$ cat src/rtc_defs.svh
// How it works
// - drive select picks open drain or push-pull
// - century bits count up at year rollover
// - century bits sit at D7 and D6
// - leap day when year divisible by four
// - century leap only when century code zero
// - irq pin follows out bit when idle
// - backup allow keeps out-low during battery
// - battery tested at power-up and daily
// - weak flag holds until a passing test
// - no battery test during battery backup
// - recovery select lives in control register
// - writes ignored during recovery deselect time
// - recovery length from select and halt bits
// - serial number is read-only
// - osc fail flag set on stop or halt
// - osc fail interrupt and its release causes
// - battery-time irq needs backup allow bit
// - first power-up defaults
// - later power-up clears enable fields
// - halt update set on fall unless tamper
`ifndef RTC_DEFS_SVH
`define RTC_DEFS_SVH

// register byte offsets
`define RTC_A_CTRL 8'h00
`define RTC_A_ENA 8'h04
`define RTC_A_FLAGS 8'h08
`define RTC_A_CAL 8'h0C
`define RTC_A_CENT 8'h10
`define RTC_A_SER_LO 8'h14
`define RTC_A_SER_HI 8'h18
`define RTC_A_STAT 8'h1C

// control register fields
`define RTC_B_OUT 7
`define RTC_B_PFDRV 6
`define RTC_B_SQDRV 5
`define RTC_B_FREE 4
`define RTC_B_RSEL 3
`define RTC_B_HALT 2
`define RTC_B_OSCIE 1
`define RTC_B_BKEN 0
// enable register fields
`define RTC_B_ALEN 0
`define RTC_B_TPEN 1
`define RTC_B_SQEN 2
`define RTC_B_FTEST 3
`define RTC_B_STAMP 4
`define RTC_F_WD 15:8
// flags register fields
`define RTC_B_HOLD 6
`define RTC_B_WEAK 4
`define RTC_B_OSCF 2
// century field and calendar fields
`define RTC_F_CENT 7:6
`define RTC_F_DATE 4:0
`define RTC_F_MONTH 11:8
`define RTC_F_YEAR 22:16

// reset values and keep masks for a later power-up
`define RTC_R_CTRL 8'hF0
`define RTC_R_ENA 16'h0000
`define RTC_R_FLAGS 8'h44
`define RTC_K_CTRL 8'hFC
`define RTC_K_ENA 16'h0010
`define RTC_LAST_YEAR 7'h63

// timing
`define RTC_CLK_KHZ 250000
`define RTC_TREC_SLOW_MS 96
`define RTC_TREC_HALT_MS 40
`define RTC_TREC_FAST_US 50
`define RTC_BATT_HOURS 24
`define RTC_OSC_HZ 32768

`endif

$ cat src/rtc_pkg.sv
package rtc_pkg;

  // power state of the supervisor
  typedef enum logic [1:0] {
    RTC_BATTERY,
    RTC_RECOVER,
    RTC_ON
  } rtc_pwr_t;

  // ahb-lite request from the master
  typedef struct packed {
    logic hsel;
    logic [31:0] haddr;
    logic [1:0] htrans;
    logic hwrite;
    logic [2:0] hsize;
    logic [31:0] hwdata;
    logic hready;
  } rtc_ahb_req_t;

  // ahb-lite answer of the slave
  typedef struct packed {
    logic [31:0] hrdata;
    logic hreadyout;
    logic hresp;
  } rtc_ahb_rsp_t;

endpackage : rtc_pkg

$ cat src/rtc_supervisor.sv
// The implementer's own choices: the register offsets and register access over AHB-Lite.
`timescale 1ns/1ps
`include "rtc_defs.svh"
module rtc_supervisor #(
  parameter logic [31:0] P_REC_SLOW = 32'(`RTC_TREC_SLOW_MS * `RTC_CLK_KHZ),
  parameter logic [31:0] P_REC_HALT = 32'(`RTC_TREC_HALT_MS * `RTC_CLK_KHZ),
  parameter logic [31:0] P_REC_FAST =
    32'((`RTC_TREC_FAST_US * `RTC_CLK_KHZ + 999) / 1000),
  parameter logic [31:0] P_BATT_TICKS =
    32'(64'(`RTC_BATT_HOURS) * 64'd3600 * 64'(`RTC_OSC_HZ)),
  // arbitrary value, one per part in production
  parameter logic [63:0] P_SERIAL = 64'h5A3C_96E1_0F2D_B487
) (
  // clock and reset
  input wire logic i_clock,
  input wire logic i_rstn,
  // register bus
  input wire rtc_pkg::rtc_ahb_req_t i_ahb,
  output rtc_pkg::rtc_ahb_rsp_t o_ahb,
  // asynchronous monitor inputs
  input wire logic i_vcc_ok,
  input wire logic i_battery_low,
  input wire logic i_osc_stopped,
  input wire logic i_osc_clk,
  input wire logic [1:0] i_pfi_ok,
  // timekeeping day pulse, same clock
  input wire logic i_day_tick,
  // power-fail pins
  output logic [1:0] o_power_fail_output_n,
  output logic [1:0] o_power_fail_oe,
  // interrupt / output driver pin, open drain
  output logic o_irq_out,
  output logic o_irq_oe,
  // free-running clock pin, open drain
  output logic o_free_run_out,
  output logic o_free_run_oe,
  // supervisor state
  output logic o_reset_n,
  output logic o_deselected,
  output logic [1:0] o_century
);

  localparam int S_VCC = 0;
  localparam int S_BAT = 1;
  localparam int S_STOP = 2;
  localparam int S_OSC = 3;
  localparam int S_PFI = 4;

  // reset release through two flops
  logic [1:0] rst_q;
  logic rst_n;
  always_ff @(posedge i_clock or negedge i_rstn) begin
    if (!i_rstn) begin
      rst_q <= 2'h0;
    end else begin
      rst_q <= {rst_q[0], 1'b1};
    end
  end
  assign rst_n = rst_q[1];

  // three-flop synchronisers; a change counts once stages two and three agree
  logic [5:0] pin_in;
  logic [5:0] sy1;
  logic [5:0] sy2;
  logic [5:0] sy3;
  logic [5:0] filt;
  logic [5:0] next_filt;
  assign pin_in = {i_pfi_ok, i_osc_clk, i_osc_stopped, i_battery_low,
                   i_vcc_ok};
  genvar gi;
  generate
    for (gi = 0; gi < 6; gi++) begin : g_sync
      always_comb begin
        next_filt[gi] = (sy2[gi] == sy3[gi]) ? sy3[gi] : filt[gi];
      end
      always_ff @(posedge i_clock or negedge rst_n) begin
        if (!rst_n) begin
          sy1[gi] <= 1'b0;
          sy2[gi] <= 1'b0;
          sy3[gi] <= 1'b0;
          filt[gi] <= 1'b0;
        end else begin
          sy1[gi] <= pin_in[gi];
          sy2[gi] <= sy1[gi];
          sy3[gi] <= sy2[gi];
          filt[gi] <= next_filt[gi];
        end
      end
    end
  endgenerate

  // register and supervisor state
  logic [7:0] ctrl, next_ctrl;
  logic [15:0] ena, next_ena;
  logic [7:0] flags, next_flags;
  logic [4:0] date, next_date;
  logic [3:0] month, next_month;
  logic [6:0] year, next_year;
  logic [1:0] cent, next_cent;
  rtc_pkg::rtc_pwr_t pwr, next_pwr;
  logic [31:0] rec_cnt, next_rec_cnt;
  logic [31:0] batt_cnt, next_batt_cnt;
  logic [1:0] pf_lvl, next_pf_lvl;
  logic vcc_d, osc_d;
  logic wr_pend, next_wr_pend;
  logic [7:0] wr_addr, next_wr_addr;
  logic [31:0] rdata, next_rdata;

  logic vcc_rise, vcc_fall, osc_tick, acc, wr_ok, cal_wr, leap, irq_mode;
  logic [31:0] wdat, rd_mux;
  logic [4:0] mdays;

  assign vcc_rise = filt[S_VCC] & ~vcc_d;
  assign vcc_fall = ~filt[S_VCC] & vcc_d;
  assign osc_tick = filt[S_OSC] & ~osc_d;
  assign acc = i_ahb.hsel & i_ahb.htrans[1] & i_ahb.hready;
  assign wdat = i_ahb.hwdata;
  assign wr_ok = wr_pend & (pwr == rtc_pkg::RTC_ON);
  assign cal_wr = wr_ok & ((wr_addr == `RTC_A_CAL) |
                           (wr_addr == `RTC_A_CENT));
  // leap on years divisible by four
  // century years only with code zero
  assign leap = (year[1:0] == 2'h0) & ((year != 7'h00) | (cent == 2'h0));

  // days in the current month
  always_comb begin
    case (month)
      4'h2: mdays = leap ? 5'h1D : 5'h1C;
      4'h4, 4'h6, 4'h9, 4'hB: mdays = 5'h1E;
      default: mdays = 5'h1F;
    endcase
  end

  // read multiplexer, unmapped offsets read zero
  always_comb begin
    rd_mux = 32'h0;
    case (i_ahb.haddr[7:0])
      `RTC_A_CTRL: rd_mux[7:0] = ctrl;
      `RTC_A_ENA: rd_mux[15:0] = ena;
      `RTC_A_FLAGS: rd_mux[7:0] = flags;
      `RTC_A_CAL: begin
        rd_mux[`RTC_F_DATE] = date;
        rd_mux[`RTC_F_MONTH] = month;
        rd_mux[`RTC_F_YEAR] = year;
      end
      `RTC_A_CENT: rd_mux[`RTC_F_CENT] = cent;
      `RTC_A_SER_LO: rd_mux = P_SERIAL[31:0];
      `RTC_A_SER_HI: rd_mux = P_SERIAL[63:32];
      `RTC_A_STAT: rd_mux[2:0] = {pwr == rtc_pkg::RTC_ON,
                                  pwr == rtc_pkg::RTC_RECOVER, filt[S_VCC]};
      default: rd_mux = 32'h0;
    endcase
  end

  // next state of bus, registers, calendar and power supervisor
  always_comb begin
    next_ctrl = ctrl;
    next_ena = ena;
    next_flags = flags;
    next_date = date;
    next_month = month;
    next_year = year;
    next_cent = cent;
    next_pwr = pwr;
    next_rec_cnt = rec_cnt;
    next_batt_cnt = batt_cnt;
    next_pf_lvl = pf_lvl;
    next_wr_pend = 1'b0;
    next_wr_addr = wr_addr;
    next_rdata = rdata;
    // address phase: reads sampled now, writes land in the data phase
    if (acc) begin
      next_wr_pend = i_ahb.hwrite;
      next_wr_addr = i_ahb.haddr[7:0];
      if (!i_ahb.hwrite) begin
        next_rdata = rd_mux;
      end
    end
    if (wr_ok) begin
      case (wr_addr)
        // recovery select is a control bit
        `RTC_A_CTRL: next_ctrl = wdat[7:0];
        `RTC_A_ENA: next_ena = wdat[15:0];
        `RTC_A_FLAGS: begin
          next_flags[`RTC_B_HOLD] = wdat[`RTC_B_HOLD];
          if (!wdat[`RTC_B_OSCF]) begin
            next_flags[`RTC_B_OSCF] = 1'b0;
          end
        end
        `RTC_A_CAL: begin
          next_date = wdat[`RTC_F_DATE];
          next_month = wdat[`RTC_F_MONTH];
          next_year = wdat[`RTC_F_YEAR];
        end
        `RTC_A_CENT: next_cent = wdat[`RTC_F_CENT];
        default: ;
      endcase
    end
    // calendar; a host write wins over the day pulse in the same cycle
    if (i_day_tick && !cal_wr) begin
      if (date < mdays) begin
        next_date = date + 5'h01;
      end else begin
        next_date = 5'h01;
        if (month < 4'hC) begin
          next_month = month + 4'h1;
        end else begin
          next_month = 4'h1;
          if (year < `RTC_LAST_YEAR) begin
            next_year = year + 7'h01;
          end else begin
            next_year = 7'h00;
            next_cent = cent + 2'h1;
          end
        end
      end
    end
    // stop or halt sets the flag, set beats clear
    if (filt[S_STOP] ||
        (wr_ok && wr_addr == `RTC_A_CTRL && wdat[`RTC_B_HALT])) begin
      next_flags[`RTC_B_OSCF] = 1'b1;
    end
    // power sequencing
    case (pwr)
      rtc_pkg::RTC_BATTERY: begin
        next_pf_lvl = 2'h0;
        if (vcc_rise) begin
          next_pwr = rtc_pkg::RTC_RECOVER;
          next_pf_lvl = 2'h3;
          if (ctrl[`RTC_B_RSEL]) begin
            next_rec_cnt = P_REC_FAST;
          end else if (ctrl[`RTC_B_HALT]) begin
            next_rec_cnt = P_REC_HALT;
          end else begin
            next_rec_cnt = P_REC_SLOW;
          end
        end
      end
      rtc_pkg::RTC_RECOVER: begin
        next_pf_lvl = 2'h3;
        if (!filt[S_VCC]) begin
          next_pwr = rtc_pkg::RTC_BATTERY;
          next_pf_lvl = 2'h0;
        end else if (rec_cnt <= 32'h1) begin
          next_pwr = rtc_pkg::RTC_ON;
        end else begin
          next_rec_cnt = rec_cnt - 32'h1;
        end
      end
      rtc_pkg::RTC_ON: begin
        next_pf_lvl = filt[S_PFI +: 2];
        if (!filt[S_VCC]) begin
          next_pwr = rtc_pkg::RTC_BATTERY;
          next_pf_lvl = 2'h0;
        end
      end
      default: next_pwr = rtc_pkg::RTC_BATTERY;
    endcase
    // test at power-up; restart the daily count
    if (vcc_rise) begin
      next_flags[`RTC_B_WEAK] = filt[S_BAT];
      next_batt_cnt = 32'h0;
      next_ctrl = next_ctrl & `RTC_K_CTRL;
      next_ena = next_ena & `RTC_K_ENA;
    // count and test only on main supply
    end else if (filt[S_VCC] && pwr != rtc_pkg::RTC_BATTERY && osc_tick) begin
      if (batt_cnt >= P_BATT_TICKS - 32'h1) begin
        next_batt_cnt = 32'h0;
        // flag follows each later test result
        next_flags[`RTC_B_WEAK] = filt[S_BAT];
      end else begin
        next_batt_cnt = batt_cnt + 32'h1;
      end
    end
    // power-down sets halt update unless tamper stamps
    if (vcc_fall && !ena[`RTC_B_STAMP]) begin
      next_flags[`RTC_B_HOLD] = 1'b1;
    end
  end

  always_ff @(posedge i_clock or negedge rst_n) begin
    if (!rst_n) begin
      ctrl <= `RTC_R_CTRL;
      ena <= `RTC_R_ENA;
      flags <= `RTC_R_FLAGS;
      date <= 5'h01;
      month <= 4'h1;
      year <= 7'h00;
      cent <= 2'h0;
      pwr <= rtc_pkg::RTC_BATTERY;
      rec_cnt <= 32'h0;
      batt_cnt <= 32'h0;
      pf_lvl <= 2'h0;
      vcc_d <= 1'b0;
      osc_d <= 1'b0;
      wr_pend <= 1'b0;
      wr_addr <= 8'h00;
      rdata <= 32'h0;
    end else begin
      ctrl <= next_ctrl;
      ena <= next_ena;
      flags <= next_flags;
      date <= next_date;
      month <= next_month;
      year <= next_year;
      cent <= next_cent;
      pwr <= next_pwr;
      rec_cnt <= next_rec_cnt;
      batt_cnt <= next_batt_cnt;
      pf_lvl <= next_pf_lvl;
      vcc_d <= filt[S_VCC];
      osc_d <= filt[S_OSC];
      wr_pend <= next_wr_pend;
      wr_addr <= next_wr_addr;
      rdata <= next_rdata;
    end
  end

  // bus answer: zero wait states, always okay
  assign o_ahb.hrdata = rdata;
  assign o_ahb.hreadyout = 1'b1;
  assign o_ahb.hresp = 1'b0;

  // open drain only pulls low, push-pull always drives
  assign o_power_fail_output_n = ctrl[`RTC_B_PFDRV] ? 2'h0 : pf_lvl;
  assign o_power_fail_oe = ctrl[`RTC_B_PFDRV] ? ~pf_lvl : 2'h3;

  // irq pin; in interrupt mode recovery counts as reset asserted and releases it
  assign irq_mode = ena[`RTC_B_TPEN] | ctrl[`RTC_B_OSCIE] | ena[`RTC_B_ALEN] |
                    (ena[`RTC_F_WD] != 8'h00);
  assign o_irq_out = 1'b0;
  always_comb begin
    o_irq_oe = 1'b0;
    if (irq_mode) begin
      // osc fail interrupt, battery needs allow bit
      if (pwr == rtc_pkg::RTC_ON) begin
        o_irq_oe = flags[`RTC_B_OSCF] & ctrl[`RTC_B_OSCIE];
      end else if (pwr == rtc_pkg::RTC_BATTERY) begin
        o_irq_oe = flags[`RTC_B_OSCF] & ctrl[`RTC_B_OSCIE] & ctrl[`RTC_B_BKEN];
      end
    end else begin
      // out bit drives; kept in battery when allowed
      o_irq_oe = ~ctrl[`RTC_B_OUT] &
                 ((pwr != rtc_pkg::RTC_BATTERY) | ctrl[`RTC_B_BKEN]);
    end
  end

  // free-run clock stops in battery backup or when halted
  assign o_free_run_out = 1'b0;
  assign o_free_run_oe = ctrl[`RTC_B_FREE] & ~ctrl[`RTC_B_HALT] &
                         (pwr != rtc_pkg::RTC_BATTERY) & ~osc_d;
  assign o_reset_n = (pwr == rtc_pkg::RTC_ON);
  assign o_deselected = (pwr != rtc_pkg::RTC_ON);
  assign o_century = cent;

  property p_pf_push;
    @(posedge i_clock) disable iff (!rst_n)
      !ctrl[`RTC_B_PFDRV] |-> (o_power_fail_oe == 2'h3) &&
        (o_power_fail_output_n == pf_lvl);
  endproperty
  a_pf_push: assert property (p_pf_push)
    else $error("push-pull power-fail output not driven");

  property p_cent;
    @(posedge i_clock) disable iff (!rst_n)
      i_day_tick && !cal_wr && year == `RTC_LAST_YEAR && month == 4'hC &&
      date == 5'h1F |=> cent == $past(cent) + 2'h1 && year == 7'h00;
  endproperty
  a_cent: assert property (p_cent)
    else $error("century did not advance at year rollover");

  property p_leap;
    @(posedge i_clock) disable iff (!rst_n)
      i_day_tick && !cal_wr && month == 4'h2 && date == 5'h1C |=>
        (date == 5'h1D) == $past(year[1:0] == 2'h0 &&
                                 (year != 7'h00 || cent == 2'h0));
  endproperty
  a_leap: assert property (p_leap)
    else $error("leap day decision wrong");

  property p_out_pin;
    @(posedge i_clock) disable iff (!rst_n)
      !irq_mode && pwr == rtc_pkg::RTC_ON |-> o_irq_oe == !ctrl[`RTC_B_OUT];
  endproperty
  a_out_pin: assert property (p_out_pin)
    else $error("irq pin does not follow out bit");

  property p_batt_test;
    @(posedge i_clock) disable iff (!rst_n)
      vcc_rise |=> flags[`RTC_B_WEAK] == $past(filt[S_BAT]) && batt_cnt == 0;
  endproperty
  a_batt_test: assert property (p_batt_test)
    else $error("battery not tested at power-up");

  property p_no_test;
    @(posedge i_clock) disable iff (!rst_n)
      pwr == rtc_pkg::RTC_BATTERY && !vcc_rise |=> $stable(batt_cnt) &&
        $stable(flags[`RTC_B_WEAK]);
  endproperty
  a_no_test: assert property (p_no_test)
    else $error("battery test ran in backup");

  property p_desel;
    @(posedge i_clock) disable iff (!rst_n)
      wr_pend && pwr != rtc_pkg::RTC_ON && wr_addr == `RTC_A_CENT &&
      !i_day_tick |=> cent == $past(cent);
  endproperty
  a_desel: assert property (p_desel)
    else $error("write taken while deselected");

  property p_rec_len;
    @(posedge i_clock) disable iff (!rst_n)
      pwr == rtc_pkg::RTC_BATTERY && vcc_rise && ctrl[`RTC_B_RSEL] |=>
        rec_cnt == P_REC_FAST;
  endproperty
  a_rec_len: assert property (p_rec_len)
    else $error("fast recovery length not loaded");

  property p_of_set;
    @(posedge i_clock) disable iff (!rst_n)
      filt[S_STOP] |=> flags[`RTC_B_OSCF] [*2];
  endproperty
  a_of_set: assert property (p_of_set)
    else $error("oscillator stop did not set fail flag");

  property p_ht;
    @(posedge i_clock) disable iff (!rst_n)
      vcc_fall && !ena[`RTC_B_STAMP] |=> flags[`RTC_B_HOLD];
  endproperty
  a_ht: assert property (p_ht)
    else $error("halt update not set on power-down");

endmodule : rtc_supervisor
$ cat config.mk
export PLATFORM = sky130hd
export DESIGN_NAME = rtc_supervisor
export DESIGN_NICKNAME = d
export VERILOG_FILES = /design/src/rtc_pkg.sv /design/src/rtc_supervisor.sv
export VERILOG_INCLUDE_DIRS = /design/src
export SDC_FILE = /design/constraint.sdc
export NUM_CORES = 1
export LEC_CHECK = 0
export ABC_AREA = 1
export BUFFER_PORTS_ARGS = -buffer_cell sky130_fd_sc_hd__buf_2
export CORE_MARGIN = 4
export CORE_UTILIZATION = 43
export DETAILED_ROUTE_END_ITERATION = 10
export SLEW_MARGIN = 40
export SYNTH_ARGS = -nofsm -noshare
export SYNTH_HDL_FRONTEND = slang
export SYNTH_SLANG_ARGS = --single-unit
$ cat constraint.sdc
create_clock -name i_clock -period 9.8 [get_ports i_clock]
set_clock_uncertainty 0.05 [all_clocks]
set_input_delay 0.49 -clock i_clock [delete_from_list [all_inputs] [get_ports i_clock]]
set_output_delay 0.49 -clock i_clock [all_outputs]
set_load 0.01 [all_outputs]
# Yosys cells after proc, flatten, opt, wreduce, memory -nomap -nowiden
# Index checks and enable logic that the tools add are counted.
[op_classes]
add_sub_neg = 6
n_lt_le_gt_ge = 5
eq_ne = 31
n_mux = 71
bitwise = 27
reduce_logical = 40
[op_table]
columns = ["cell", "n"]
rows = [
  ["32-bit two-way mux", 6],
  ["32-bit one-hot mux with 2 select lines", 1],
  ["25-bit two-way mux", 2],
  ["16-bit two-way mux", 3],
  ["7-bit two-way mux", 6],
  ["8-bit by 5-bit == test with 1-bit output (second input constant)", 5],
  ["32-bit by 1-bit adder with 32-bit output (second input constant)", 1],
  ["8-bit by 4-bit == test with 1-bit output (second input constant)", 4],
  ["32-bit greater-or-equal comparator (second input constant)", 1],
  ["32-bit by 1-bit less-or-equal comparator with 1-bit output (second input constant)", 1],
  ["2-bit two-way mux", 16],
  ["32-bit by 1-bit subtractor with 32-bit output (second input constant)", 1],
  ["2-bit nonzero test", 13],
  ["3-bit one-hot mux with 7 select lines", 1],
  ["7-bit one-hot mux with 3 select lines", 1],
  ["4-bit two-way mux", 5],
  ["5-bit two-way mux", 4],
  ["8-bit by 3-bit == test with 1-bit output (second input constant)", 2],
  ["8-bit logical NOT", 2],
  ["8-bit two-way mux", 2],
  ["4-bit one-hot mux with 4 select lines", 1],
  ["8-bit one-hot mux with 2 select lines", 1],
  ["1-bit two-way mux", 15],
  ["1-bit bitwise AND", 14],
  ["other kinds (36)", 72],
]
[word_totals]
ff_bits = 182
in_bits = 81
output_inout_bits = 46
wordCells = 225

# Longest topological paths before layout
[logic_depth]
ltp_word = 8
depth_mapped = 15
ltp_nobuf = 14

# Least setup slack after synthesis
# OpenSTA, ideal clock, no wires.
[synth_timing]
kind = "register to register"
startpoint = "register month[0]"
endpoint = "register year[4]"
setup_time_ns = 0.076
arrival_ns = 2.035
required_time_ns = 9.674
path_slack_ns = 7.638
path_stages_with_launch = 14
path_buffers = 1
synth_period_minus_slack_ns = 2.162
cell_sequence = "dfstp_2 -> inv_1 -> ha_1 -> nor3b_1 -> ha_1 -> nand2_1 -> nor3_1 -> nand2_1 -> nand2_1 -> nand2_2 -> nor2_2 -> buf_4 -> nand2_1 -> o21ai_1"
[synth_between]
elab_chain_cells = 6
word_cells_on_any_way = 12
classes_between = "2 x order compare; 5 x eq/ne; 4 x mux; 1 x reduce/logical"
[synth_lines]
columns = ["element", "line_no", "source"]
rows = [
  ["from (decl)", "rtc_supervisor.sv:97", "logic [3:0] month, next_month;"],
  ["from (signal assigned)", "rtc_supervisor.sv:304", "month <= next_month;"],
  ["4-bit by 3-bit == test with 1-bit output / 4-bit == test (equally long branches)", "rtc_supervisor.sv:127", "case (month)"],
  ["4-bit OR reduction", "rtc_supervisor.sv:127", ""],
  ["2-bit one-hot mux with 2 select lines", "rtc_supervisor.sv:127", ""],
  ["5-bit less-than comparator", "rtc_supervisor.sv:201", "if (date < mdays) begin"],
  ["7-bit two-way mux (*)", "rtc_supervisor.sv:201", ""],
  ["7-bit two-way mux (*)", "rtc_supervisor.sv:200", "if (i_day_tick && !cal_wr) begin"],
  ["net next_year[4]", "rtc_supervisor.sv:98", "logic [6:0] year, next_year;"],
  ["to (signal assigned)", "rtc_supervisor.sv:305", "year <= next_year;"],
  ["to (decl)", "rtc_supervisor.sv:98", ""],
]
# Mark *: on every way through the listed nets, which the timed path passes. The rest lies on a longest branch.
# A chain may end at the register's enable or synchronous reset.

# Worst setup path in the final report
[layout_timing]
startpoint = "register month[0]"
endpoint = "register year[6]"
# Same word-level chain as after synthesis.

==> metrics.txt <==
placed cell areas=0.0103 mm^2; CTS Buf Count=17; Max transition margin=51.3%; RSZ-0062 raised after global routing=false; commonest non-fill, non-tap cells in the layout=nand2_1, nor2_1, dfrtp_1; xor-xnor portion of the synthesized cell area=under 10%; # clock sinks=176; first-pass GRT wire length=40.4 mm; Cell Pwr Density=215 mW/mm^2; Switching Fraction=39.6%; global-route usage over all layers=20.0%; Die ar.=about 0.025 mm^2; Root Buffer=clkbuf_16; sequential-to-total area share from yosys stat=45.4%; Tmin final=2.83 ns; largest net degree at the start of global routing=~80; share of cells above drive strength 1=about 12%; filler cell count in the final layout=~2200; drt first pass iters=6; Post-Syn Area=0.00972 mm^2; GP Congestion=0.909; WL/cell=14.6 um; Vias per Instance=5.12; worst-skew pair later-pin latency=roughly 0.43 ns; Post-Synth Adder-Cell Area=2.68%; switching pwr=0.921 mW; CP Data Required Time=about 10 ns; Synth warnings=0; outcome=completed; I/O Buffers=82; Async SR Flop Fraction=100%; HPWL after detailed placement=17.6 mm; sequential share of power=approximately two fifths; Critical Path AT=approximately 3.2 ns; Die W=roughly 160 um; die height=158 um; worst min path class=primary input to register; Mapped Cells=approximately 1300; core box area=0.0220 mm^2; Bufs on Longest Clock Path=2; Congestion Overflow GR=0; Vias=8475; P_leak=5.57 nW; Critical Path Sink Type=register; row cnt=54; post-synthesis mux area share=0.103%; vias in the first global route=8032; prevailing post-synth register cell=dfrtp_1; Pins Over Slew Limit=0; Routed WL=24.2 mm; Int Pwr=1.41 mW; Yosys cell types=45; Seq cells post-synth=176; Post-synth EDFFs=0; commonest non-fill, non-tap cell in the layout=nand2_1; ANT cells=0; Finished Cell Area=around 0.011 mm^2; CTS tree=yes; crit share post-route=approximately 29%; io pins=127; Synth-to-Final Area Change=11.6%; clk slew on worst S/H paths=0.08 ns; Clk pwr share=28.0%; largest family of logic cells by synthesized area=simple AND/OR/NAND/NOR gates; Syn Area/Cell=roughly 7.5 um^2; Worst Tran Pin Value=0.731 ns; Comb pwr share=between 30% and 40%; Worst VDD drop=0.000142 V; drc violations=0; critical path launch point type=register; simple-gate share of the synthesized area=31.1%; DRT iter0 DRCs=526; cts repair resizes=0; count of final setup violators=0; antenna violations before repair=0; H-tree Lvls=4; Setup CP Type=register to register; Final Hold Vio Count=0; Critical Path Fanout Max=13; Setup TNS Final=0 ns; max-cap violations=0; post-synthesis compound-gate area fraction=9.07%; Initial Util=44.1%; Final nets=~1500; f_max=0.354 GHz; post-route antenna net violation count=0
## critical path: stages, from the launching register on
cell and delay, ns:
dfstp_2 0.39, inv_1 0.12, ha_1 0.21, nor3b_1 0.47
ha_1 0.20, nand2_1 0.05, nor3_1 0.14, nand2_1 0.09
nand2_1 0.13, nand2_2 0.18, nor2_2 0.50, nand2_1 0.14
o21ai_2 0.08
## sequential cells by signal, indices dropped and copies added (netlist names), 2 cells and up
register,flops
batt_cnt,32
ctrl,8
date,5
ena,16
filt,6
flags,3
month,4
o_century,2
pf_lvl,2
pwr,2
rdata,26
rec_cnt,32
rst_q,2
sy1,6
sy2,6
sy3,6
wr_addr,8
year,7
## synth_stat cells, types with 19 or more instances
master | n | share of area, %
a21oi_1 | 36 | 1.9
dfrtp_1 | 168 | 43
inv_1 | 151 | 5.8
nand2_1 | 340 | 13
nand3_1 | 105 | 5.4
nand4_1 | 23 | 1.5
nor2_1 | 186 | 7.2
o21ai_0 | 66 | 3.4
o22ai_1 | 19 | 1.2
xor2_1 | 23 | 2.1
## area by class of cell
cell class	count	area (um^2)	area share [%]
Inverter	157	594	5.48
Tap cell	280	350	3.23
Timing Repair Buffer	87	458	4.22
Clock inverter	13	124	1.14
Sequential cell	176	4420	40.7
Multi-Input combinational cell	923	4470	41.2
Clock buffer	19	433	3.99
## final timing paths
kind	depth (start not counted)	slack [ns]	endpoint	startpoint
max	12	6.97	year[6]$_DFF_PN0_	month[0]$_DFF_PN1_
min reg2reg	0	0.19	wr_addr[1]$_DFFE_PN0P_	rst_q[1]$_DFF_PN0_
max reg2reg	12	6.97	year[6]$_DFF_PN0_	month[0]$_DFF_PN1_
min	1	0.11	sy1[0]$_DFF_PN0_	i_vcc_ok
min in group asynchronous	0	0.19	wr_addr[1]$_DFFE_PN0P_	rst_q[1]$_DFF_PN0_
max in group asynchronous	1	8.45	rec_cnt[12]$_DFFE_PN0P_	rst_q[1]$_DFF_PN0_
## timing repair
action,in CTS,in global routing
buffers inserted,0,0
endpoints found under the hold margin,2,0
hold buffers,1,0
## cell families (layout without fill, tap and decap cells)
family                   Yosys count  after routing
AO/OA/AOI/OAI                    155            155
XOR/XNOR                          30             30
adder cells (fa/ha/maj)           22             22
buffers and inverters            200            276
flip-flops                       176            176
multiplexers                       1              1
other                              2              8
AND/OR/NAND/NOR                  707            707
## stage by stage
stage | cells | hold WS (ns) | total power [mW] | utilization [%] | setup slack (ns)
after CTS | 1655 | 0.0967 | 2.34 | 49.2 | 6.98
after floorplan | 1299 | 0.144 | 1.52 | - | 4.50
after global routing | 1655 | 0.0978 | 2.51 | 49.2 | 6.64
final | 1655 | 0.112 | 2.33 | 49.2 | 6.97
after global placement | 1622 | 0.200 | 1.67 | 46.6 | 6.63
after detailed placement | 1622 | 0.206 | 1.68 | 46.7 | 6.99
## power by group through the flow
stage          logic (mW)  clock network [mW]  registers (mW)
2_1_floorplan       0.582                   0           0.934
3_3_place_gp        0.722                   0           0.951
3_5_place_dp        0.729                   0           0.953
4_1_cts             0.734               0.668           0.941
5_1_grt             0.848               0.701           0.958
6_report            0.732               0.653           0.942
## routing by layer
metal  vias to the layer above  wire, um  track usage, %
met2                       191     10600            30.2
met4                         0       231            4.39
met3                        23      1080            3.78
met1                      3999     12400            30.1
met5                         -         0               0
li1                       4262         -               -
Power figures use the tool's default switching activity.
